`config.mk`:
```
export PLATFORM = sky130hd
export DESIGN_NAME = mpks_module_power_key_sequencer
export DESIGN_NICKNAME = d
export VERILOG_FILES = /design/src/hdl/mpks_low_timer.v /design/src/hdl/mpks_module_power_key_sequencer.v
export VERILOG_INCLUDE_DIRS = /design/src /design/src/hdl
export SDC_FILE = /design/constraint.sdc
export NUM_CORES = 1
export LEC_CHECK = 0
export ABC_AREA = 0
export BUFFER_PORTS_ARGS = -buffer_cell sky130_fd_sc_hd__buf_2
export CORE_MARGIN = 8
export CORE_UTILIZATION = 39
export DETAILED_ROUTE_END_ITERATION = 8
export PLACE_DENSITY_LB_ADDON = 0.1
export SLEW_MARGIN = 5
export SYNTH_ARGS = -nofsm -noshare
export SYNTH_HDL_FRONTEND = slang
export SYNTH_SLANG_ARGS = --single-unit
export TNS_END_PERCENT = 10
```
`constraint.sdc`:
```
create_clock -name clk_sys -period 2.7 [get_ports clk_sys]
set_input_delay 0.405 -clock clk_sys [delete_from_list [all_inputs] [get_ports clk_sys]]
set_output_delay 0.405 -clock clk_sys [all_outputs]
set_load 0.05 [all_outputs]
```
`src/hdl/mpks_defines.vh`:
```
// Purpose: constants for the module power key sequencer
// Assumes: 100 MHz clk_sys
// Notes:   times kept in their own unit, cycle counts derived
`ifndef MPKS_DEFINES_VH
`define MPKS_DEFINES_VH
`define MPKS_CLK_MHZ        100
`define MPKS_ON_MIN_S       1
`define MPKS_OFF_MIN_S      2
`define MPKS_RST_MIN_MS     200
`define MPKS_ON_CYC         (`MPKS_ON_MIN_S * 1000000 * `MPKS_CLK_MHZ)
`define MPKS_OFF_CYC        (`MPKS_OFF_MIN_S * 1000000 * `MPKS_CLK_MHZ)
`define MPKS_RST_CYC        (`MPKS_RST_MIN_MS * 1000 * `MPKS_CLK_MHZ)
`define MPKS_BOOT_CYC       1000
`define MPKS_DETACH_CYC     1000
`define MPKS_CNT_W          32
`define MPKS_LVL_W          3
`define MPKS_LVL_SLEEP      3'h0
`define MPKS_LVL_FULL       3'h1
`define MPKS_LVL_NORF       3'h4
`define MPKS_LVL_SAVE       3'h5
`endif

```
`src/hdl/mpks_low_timer.v`:
```
// Purpose: measures how long an active-low line has been held low
// Assumes: line synchronous to clk_sys
// Notes:   count saturates once the threshold is reached
`timescale 1ns/1ps
`include "mpks_defines.vh"
module mpks_low_timer #(
    parameter [`MPKS_CNT_W-1:0] THRESH = 32'h00000001
) (
    // clock and reset
    input  wire                   clk_sys,
    input  wire                   rstn,
    // line in
    input  wire                   lineLevel,
    // result
    output wire                   heldLong
);
    reg [`MPKS_CNT_W-1:0] count_reg;
    reg [`MPKS_CNT_W-1:0] count_next;

    always @* begin
        if (lineLevel)
            count_next = {`MPKS_CNT_W{1'b0}};
        else if (count_reg < THRESH)
            count_next = count_reg + 32'h00000001;
        else
            count_next = count_reg;
    end

    always @(posedge clk_sys or negedge rstn) begin
        if (!rstn)
            count_reg <= {`MPKS_CNT_W{1'b0}};
        else
            count_reg <= count_next;
    end

    assign heldLong = (count_reg >= THRESH);
endmodule

```
`src/hdl/mpks_module_power_key_sequencer.v`:
```
// Purpose: power on/off/restart sequencing inside the modem module
// Assumes: key and restart pins synchronous to clk_sys, pulled high
// Notes:   timing counts are parameters so simulation can shorten them
//
// Functional notes
// - key line pulled up internally, reads high
// - off by software or key; restart reboots without going off
// - software or key off sends detach first
// - key-off shutdown starts only after key release; software off starts at once
// - monitor goes low once powered off
// - levels 1 full, 4 no rf, 5 saving
`timescale 1ns/1ps
`include "mpks_defines.vh"
module mpks_module_power_key_sequencer #(
    parameter [`MPKS_CNT_W-1:0] ON_CYC     = `MPKS_ON_CYC,
    parameter [`MPKS_CNT_W-1:0] OFF_CYC    = `MPKS_OFF_CYC,
    parameter [`MPKS_CNT_W-1:0] RST_CYC    = `MPKS_RST_CYC,
    parameter [`MPKS_CNT_W-1:0] BOOT_CYC   = `MPKS_BOOT_CYC,
    parameter [`MPKS_CNT_W-1:0] DETACH_CYC = `MPKS_DETACH_CYC
) (
    // clock and reset
    input  wire                   clk_sys,
    input  wire                   rstn,
    // power key pin, resolved level with pull-up
    input  wire                   powerKeyN,
    output wire                   powerKeyOut,
    output wire                   powerKeyOeN,
    // restart pin, resolved level with pull-up
    input  wire                   restartN,
    // software side
    input  wire                   swOffReq,
    input  wire                   levelWrite,
    input  wire [`MPKS_LVL_W-1:0] levelValue,
    input  wire                   wakeEvent,
    input  wire                   rtsLine,
    // status
    output reg                    power_state_monitor,
    output reg                    detachReq,
    output reg                    rfEnable,
    output reg                    registered,
    output reg                    powerSave,
    output reg                    cmdAccept,
    output reg  [`MPKS_LVL_W-1:0] function_level_setting
);
    localparam [4:0] ST_OFF    = 5'h01;
    localparam [4:0] ST_BOOT   = 5'h02;
    localparam [4:0] ST_ON     = 5'h04;
    localparam [4:0] ST_ARMED  = 5'h08;
    localparam [4:0] ST_DETACH = 5'h10;

    // pin never driven: internal pull-up keeps it high
    assign powerKeyOut = 1'b1;
    assign powerKeyOeN = 1'b1;

    wire onHeld;
    wire offHeld;
    wire rstHeld;

    mpks_low_timer #(.THRESH(ON_CYC)) uOnTimer (
        .clk_sys   (clk_sys),
        .rstn      (rstn),
        .lineLevel (powerKeyN),
        .heldLong  (onHeld)
    );
    mpks_low_timer #(.THRESH(OFF_CYC)) uOffTimer (
        .clk_sys   (clk_sys),
        .rstn      (rstn),
        .lineLevel (powerKeyN),
        .heldLong  (offHeld)
    );
    mpks_low_timer #(.THRESH(RST_CYC)) uRstTimer (
        .clk_sys   (clk_sys),
        .rstn      (rstn),
        .lineLevel (restartN),
        .heldLong  (rstHeld)
    );

    reg [4:0]             state_reg;
    reg [4:0]             state_next;
    reg [`MPKS_CNT_W-1:0] cnt_reg;
    reg [`MPKS_CNT_W-1:0] cnt_next;
    reg                   onSeen_reg;
    reg                   onSeen_next;
    reg                   rstSeen_reg;
    reg                   rstSeen_next;
    reg                   keyPrev_reg;
    reg                   rstPrev_reg;
    reg                   rtsPrev_reg;
    reg [`MPKS_LVL_W-1:0] level_reg;
    reg [`MPKS_LVL_W-1:0] level_next;

    wire keyRise = powerKeyN & ~keyPrev_reg;
    wire rstRise = restartN & ~rstPrev_reg;
    wire rtsRise = rtsLine & ~rtsPrev_reg;
    wire sleeping = (level_reg == `MPKS_LVL_SLEEP);

    // armed keeps the module fully up until the key is released
    wire liveNext = (state_next == ST_ON) || (state_next == ST_ARMED);

    function isLegalLevel;
        input [`MPKS_LVL_W-1:0] lv;
        begin
            isLegalLevel = (lv == `MPKS_LVL_SLEEP) || (lv == `MPKS_LVL_FULL) ||
                           (lv == `MPKS_LVL_NORF) || (lv == `MPKS_LVL_SAVE);
        end
    endfunction

    always @* begin
        state_next   = state_reg;
        cnt_next     = cnt_reg;
        onSeen_next  = onSeen_reg | onHeld;
        rstSeen_next = rstSeen_reg | rstHeld;
        level_next   = level_reg;
        if (rstSeen_reg && rstRise) begin
            rstSeen_next = 1'b0;
            onSeen_next  = 1'b0;
            cnt_next     = {`MPKS_CNT_W{1'b0}};
            level_next   = `MPKS_LVL_FULL;
            state_next   = ST_BOOT;
        end else begin
            case (state_reg)
            ST_OFF: begin
                if (onSeen_reg && keyRise) begin
                    onSeen_next = 1'b0;
                    cnt_next    = {`MPKS_CNT_W{1'b0}};
                    level_next  = `MPKS_LVL_FULL;
                    state_next  = ST_BOOT;
                end
            end
            ST_BOOT: begin
                onSeen_next = 1'b0;
                cnt_next    = cnt_reg + 32'h00000001;
                if (cnt_reg >= BOOT_CYC - 32'h00000001)
                    state_next = ST_ON;
            end
            ST_ON: begin
                if (offHeld)
                    state_next = ST_ARMED;
                else if (swOffReq && !sleeping) begin
                    cnt_next   = {`MPKS_CNT_W{1'b0}};
                    state_next = ST_DETACH;
                end else if (levelWrite && !sleeping && isLegalLevel(levelValue))
                    level_next = levelValue;
                else if (sleeping && (wakeEvent || rtsRise))
                    level_next = `MPKS_LVL_FULL;
            end
            ST_ARMED: begin
                if (keyRise) begin
                    cnt_next   = {`MPKS_CNT_W{1'b0}};
                    state_next = ST_DETACH;
                end
            end
            ST_DETACH: begin
                onSeen_next = 1'b0;
                cnt_next    = cnt_reg + 32'h00000001;
                if (cnt_reg >= DETACH_CYC - 32'h00000001)
                    state_next = ST_OFF;
            end
            default: state_next = ST_OFF;
            endcase
        end
    end

    always @(posedge clk_sys or negedge rstn) begin
        if (!rstn) begin
            state_reg   <= ST_OFF;
            cnt_reg     <= {`MPKS_CNT_W{1'b0}};
            onSeen_reg  <= 1'b0;
            rstSeen_reg <= 1'b0;
            keyPrev_reg <= 1'b1;
            rstPrev_reg <= 1'b1;
            rtsPrev_reg <= 1'b0;
            level_reg   <= `MPKS_LVL_FULL;
        end else begin
            state_reg   <= state_next;
            cnt_reg     <= cnt_next;
            onSeen_reg  <= onSeen_next;
            rstSeen_reg <= rstSeen_next;
            keyPrev_reg <= powerKeyN;
            rstPrev_reg <= restartN;
            rtsPrev_reg <= rtsLine;
            level_reg   <= level_next;
        end
    end

    // registered status outputs
    always @(posedge clk_sys or negedge rstn) begin
        if (!rstn) begin
            power_state_monitor    <= 1'b0;
            detachReq              <= 1'b0;
            rfEnable               <= 1'b0;
            registered             <= 1'b0;
            powerSave              <= 1'b0;
            cmdAccept              <= 1'b0;
            function_level_setting <= `MPKS_LVL_FULL;
        end else begin
            power_state_monitor    <= (state_next != ST_OFF);
            detachReq              <= (state_next == ST_DETACH);
            // radio and commands stay up while a held key is armed
            rfEnable               <= liveNext &&
                                      (level_next != `MPKS_LVL_NORF);
            registered             <= liveNext &&
                                      (level_next != `MPKS_LVL_NORF);
            powerSave              <= liveNext &&
                                      ((level_next == `MPKS_LVL_SAVE) ||
                                       (level_next == `MPKS_LVL_SLEEP));
            cmdAccept              <= liveNext &&
                                      (level_next != `MPKS_LVL_SLEEP);
            function_level_setting <= level_next;
        end
    end
endmodule

```
==> results of run 1 <==
cells by family after synthesis:
kind of cell	count (synthesis)	share of synthesized area, %
xor gates and xnor gates	82	9.53
DFF	146	48.5
buffers and inverters	58	3.14
other	1	0.0497
and+or+nand+nor	365	24.9
adders and majority gates	7	1.16
muxes	2	0.266
AOI/OAI and AO/OA	132	12.4
how the worst max path moves through the flow:
stage | from | to | slack, ps | depth (start not counted)
CTS | uOffTimer.count_reg[28] | cnt_reg[22] | 60 | 7
global route | uOffTimer.count_reg[29] | cnt_reg[28] | -9 | 8
global placement | powerKeyN | cnt_reg[31] | 50 | 8
finish | cnt_reg[15] | powerSave | 160 | 7
detailed placement | powerKeyN | cnt_reg[22] | 30 | 8
floorplan | state_reg[0] | registered | 340 | 7
what timing repair did:
action / 4_1_cts / 5_1_grt
endpoints found under the setup margin: 0 / 29
resized for setup: 0 / 2
buffers inserted: 0 / 1
metrics by stage:
stage | std cells | area (µm²) | setup WS, ps | power, mW | utilization [%]
global route | 1102 | 8660 | -8.56 | 5.93 | 45.1
floorplan | 794 | 7540 | 341 | 2.89 | -
CTS | 1101 | 8650 | 62.8 | 5.74 | 45.0
detailed placement | 1069 | 8030 | 34.6 | 3.23 | 41.8
global placement | 1069 | 8030 | 48.1 | 3.22 | 41.8
finish | 1102 | 8660 | 165 | 5.65 | 45.1
synthesized netlist by cell type (6+ instances only):
library cell  count
dfrtp_1         142
nor2_1          121
nand2_1          53
xnor2_1          46
xor2_1           36
o21ai_0          34
a21oi_1          32
nand3_1          29
inv_1            27
and3_1           26
nand4_1          25
clkbuf_1         22
nor2b_1          18
nor3_1           18
nor4_1           17
or3_1            16
and4_1            8
a211oi_1          7
and2_1            7
ha_1              7
o2111ai_1         7
buf_2             6
nand3b_1          6
area by class of cell:
class / instances / area, µm²
fill: 1814 / 10500
timing repair buffer: 42 / 299
clock inverter: 14 / 175
clock buffer: 18 / 439
multi-input combinational: 590 / 3650
sequential: 146 / 3660
tap: 265 / 332
inverter: 27 / 101
report_power, final:
part           switching [mW]  leakage, nW  total, mW  internal (mW)
Clock                   0.972        0.294       2.46           1.49
Combinational           0.597         1.42      0.879          0.283
Sequential             0.0539         2.01       2.30           2.25
Total                    1.62         3.73       5.65           4.02
metal layers:
layer	vias to the layer above	routed length, µm
met4	0	188
met5	-	0
met2	75	7970
met1	2896	8330
li1	2860	-
met3	14	490
worst reg2reg max path: stages (launching register included):
cell and delay, ps:
dfrtp_1 440, or4_1 510, nor2_1 120, nand4_1 130
or4_4 550, a31o_1 250, a41o_1 260, and3_1 160
==> impl_metrics.csv, run 1 <==
group,metric,value,unit
power_and_ir_drop,peakVddDrop,370,µV
flow_run,drv_cap,0,
synthesis,yosysWarnings,0,
layout,layout_commonest_cell,"dfrtp_1",
status,status,"finished, violations left",
clocking,clkSinkCount,146,
critical_path,rrSetupSlack,160,ps
synthesis,synth_top_cell_area_share,47.1,%
grt,grt.total_usage,14.8,%
critical_path,rr_endpoint,"powerSave",
floorplan,core_area,0.0192,mm²
critical_path,critPathKind,"flip-flop to flip-flop",
synthesis,synth_area_leaders,"dfrtp_1, nor2_1, xnor2_1",
drt,wl,17.0,mm
layout,syn2layout_area_growth,14.9,%
placement,port-buffer-count,19,
clocking,cts_hold_buf,0,
grt,met3_usage,3.88,%
critical_path,slowest_stage,"or4_4",
grt,overflow,0,
clocking,insertion_delay,420,ps
sta,finalCriticalPeriod,2540,ps
sta,maxSlewHeadroom,54.0,%
floorplan,die_y,155,µm
synthesis,synth-async-reset-ratio,100,%
grt,globalRouteMet2Util,23.1,%
critical_path,cp_top_family,"simple AND/OR/NAND/NOR gates",
drt,num_vias,5845,
clocking,cts_tree,"done",
critical_path,worstSetupEndpointType,"flip-flop",
synthesis,avgSynthCellArea,9.51,µm²
synthesis,synth_edf_count,0,
drt,viasPerCell,5.30,
sta,maxSlewViolCount,0,
grt,grt_pass1_vias,5736,
sta,grt_setup_unrepaired,"yes",
clocking,cts_max_level,4,
power_and_ir_drop,power_density,652,mW/mm²
sta,setup_viol,0,
sta,worst_slew_pin_slew,690,ps
drt,avgRoutedWirePerCell,15.4,µm
floorplan,rows,51,
placement,dp_hpwl,11.7,mm
synthesis,synth.distinct_cells,71,
synthesis,syn_area,0.00754,mm²
critical_path,cpPeakStageDelay,550,ps
power_and_ir_drop,p_leak,3.73,nW
grt,antenna_found_initial,0,
synthesis,syn-instance-count,793,
floorplan,die-area,0.0240,mm²
drt,drc_errors,0,
sta,finalCritPeriodShare,93.9,%
drt,drt_iter0_drc,357,
sta,whs,-19.1,ps
drt,postRouteAntennaNets,0,
synthesis,synth-main-ff-cell,"dfrtp_1",
clocking,clockBufferDepth,2,
layout,n_antenna_cell,0,
hold_path,hold_class,"input port to asynchronous set/reset pin",
critical_path,worstSetupStartpointType,"flip-flop",
sta,skew,15.7,ps
layout,layout_common_cells,"dfrtp_1, nor2_1, nand2_1",
critical_path,crit-reg2reg-launch,"cnt_reg[15]",
clocking,clkTransAtPathRegs,60,ps
floorplan,io_pins,22,
clocking,cts_buffers,17,
sta,finalSetupTns,0,ps
floorplan,die_x,155,µm
synthesis,yosys.area.top_type,"dfrtp_1",
layout,drive_above_1_share,11.8,%
layout,finalNetCount,842,
critical_path,path_cells,"or4_1 > nor2_1 > nand4_1 > or4_4 > a31o_1 > a41o_1 > and3_1",
synthesis,ys_ff_latch,146,
sta,clock.fmax,394,MHz
synthesis,ys_seq_area_share,48.5,%
floorplan,initial_core_util,39.3,%
grt,grtUsageMet1,19.8,%
critical_path,required,3010,ps
status,violations,"negative hold slack",
sta,hold_viol_final,5,
critical_path,critical_path_buf_inv_count,0,
critical_path,cp_max_fo,5,
critical_path,crit_arrival,2840,ps
grt,grt_max_degree,72,
grt,grt_pass1_wl,29.0,mm
placement,gp_congestion,0.830,
grt,top_usage_layer,"met2",
drt,dr.pass1.iters,5,
clocking,cts_root_buffer,"clkbuf_16",
critical_path,reg2regPathDepth,7,
No activity file was read; power rests on OpenSTA's default activity.
==> run 2, diff against run 1 <==
Settings changed: CELL_PAD_IN_SITES_DETAIL_PLACEMENT set to 2, CELL_PAD_IN_SITES_GLOBAL_PLACEMENT set to 2, SETUP_SLACK_MARGIN set to 0.02.
==> run 2 against run 1 <==
  * The flow now finishes without violations
  * Utilization is 0.085 points higher
  * Maximum frequency shrank 1.8%
  * Die area stayed put
  * Total power grew 0.24%
  * Sequential power about the same
  * Critical path type unchanged
==> impl_metrics.csv, run 2 (synthesized netlist as in run 1, its figures left out) <==
group,metric,value,unit
critical_path,worstSetupStartpointType,"flip-flop",
critical_path,cp_max_fo,5,
power_and_ir_drop,peakVddDrop,442,µV
layout,layout_commonest_cell,"dfrtp_1",
power_and_ir_drop,power_density,653,mW/mm²
status,status,"finished clean",
sta,clock.fmax,387,MHz
placement,dp_slack,146,ps
critical_path,crit_start,"cnt_reg[15]",
sta,grt_setup_unrepaired,"yes",
clocking,cts_tree,"done",
critical_path,required,3010,ps
critical_path,critPathKind,"flip-flop to flip-flop",
critical_path,crit_arrival,2890,ps
grt,grt_pass1_vias,6868,
sta,hold_viol_final,0,
layout,drive_above_1_share,12.1,%
grt,grt.total_usage,18.6,%
drt,wl,21.3,mm
floorplan,rows,51,
placement,gp_congestion,0.812,
power_and_ir_drop,p_leak,3.74,nW
drt,drc_errors,0,
drt,postRouteAntennaNets,0,
sta,maxSlewViolCount,0,
sta,maxSlewHeadroom,54.8,%
sta,finalSetupTns,0,ps
floorplan,die_x,155,µm
sta,whs,102,ps
clocking,clockBufferDepth,2,
drt,viasPerCell,5.49,
clocking,insertion_delay,430,ps
layout,fillCellCount,2069,
layout,post-route-util,45.2,%
floorplan,die_y,155,µm
hold_path,hold_class,"input port to flip-flop",
sta,finalCriticalPeriod,2580,ps
grt,grt_max_degree,66,
floorplan,initial_core_util,39.3,%
grt,antenna_found_initial,0,
layout,n_antenna_cell,0,
sta,worst_slew_pin_slew,677,ps
layout,layout_common_cells,"dfrtp_1, nor2_1, nand2_1",
floorplan,core_area,0.0192,mm²
sta,setup_viol,0,
clocking,cts_max_level,4,
grt,overflow,0,
hold_path,holdCritStartpoint,"rtsLine",
floorplan,die-area,0.0240,mm²
clocking,cts_buffers,17,
drt,num_vias,6073,
critical_path,crit-reg2reg-launch,"cnt_reg[15]",
drt,drt_iter0_drc,142,
sta,finalCritPeriodShare,95.6,%
critical_path,worstSetupEndpointType,"flip-flop",
drt,dr.pass1.iters,5,
grt,grt_pass1_wl,36.1,mm
sta,skew,14.0,ps
layout,multi_input_area,0.00366,mm²
drt,avgRoutedWirePerCell,19.2,µm
clocking,clkTransAtPathRegs,70,ps
placement,port-buffer-count,19,
layout,regArea,0.00366,mm²
clocking,clkSinkCount,146,
placement,dp_hpwl,14.6,mm
layout,syn2layout_area_growth,15.1,%
floorplan,io_pins,22,
clocking,cts_root_buffer,"clkbuf_16",
sta,worst_slack,118,ps
flow_run,drv_cap,0,
layout,finalNetCount,848,
## run 2: critical path, cell delays in order, from the launching register on
cell and delay (ps):
dfrtp_1 430, or4_1 540, nor2_1 130, nand4_1 110, or4_4 540, a31o_1 270
a41o_1 270, and3_1 170
## run 2: metrics by stage
step	area [µm²]	total power, mW	std cells
2_1_floorplan	7540	2.89	794
3_3_place_gp	8080	3.31	1075
3_5_place_dp	8080	3.35	1075
4_1_cts	8660	5.75	1107
5_1_grt	8680	5.89	1107
6_report	8680	5.66	1107
## run 2: worst paths after layout
path,slack [ps],depth (start not counted),to
setup reg to reg,120,7,powerSave
min in group asynchronous,540,2,uOffTimer.count_reg[14]
max in group asynchronous,1340,3,uOnTimer.count_reg[8]
setup / recovery,120,7,powerSave
hold reg to reg,500,1,uOnTimer.count_reg[28]
hold / removal,100,1,rtsPrev_reg
## run 2: layer usage
layer  share of wire, %  routed length (µm)  global-route usage (%)
met1                 46                9760                    23.2
met2                 51               10800                    32.2
met3                2.0                 432                    3.55
met4                1.5                 310                    5.69
met5                  0                   0                       0
## run 2: cell type report
cell class | instances | area share, %
sequential | 146 | 42.2
clock inverter | 12 | 1.54
clock buffer | 19 | 5.11
tap | 265 | 3.82
multi-input combinational | 590 | 42.2
inverter | 27 | 1.17
timing repair buffer | 48 | 3.99
## run 2: report_power, final
part | switching [mW] | leakage, nW | total [mW] | internal [mW]
combinational | 0.683 | 1.45 | 1.01 | 0.331
sequential | 0.0468 | 2.01 | 2.30 | 2.25
clock | 0.969 | 0.279 | 2.35 | 1.38
total | 1.70 | 3.74 | 5.66 | 3.96
## run 2: repair_timing
action,4_1_cts,5_1_grt
resized for setup,0,2
setup endpoints to repair,0,8
setup buffers,0,0
endpoints found under the hold margin,32,0
hold buffers,1,0
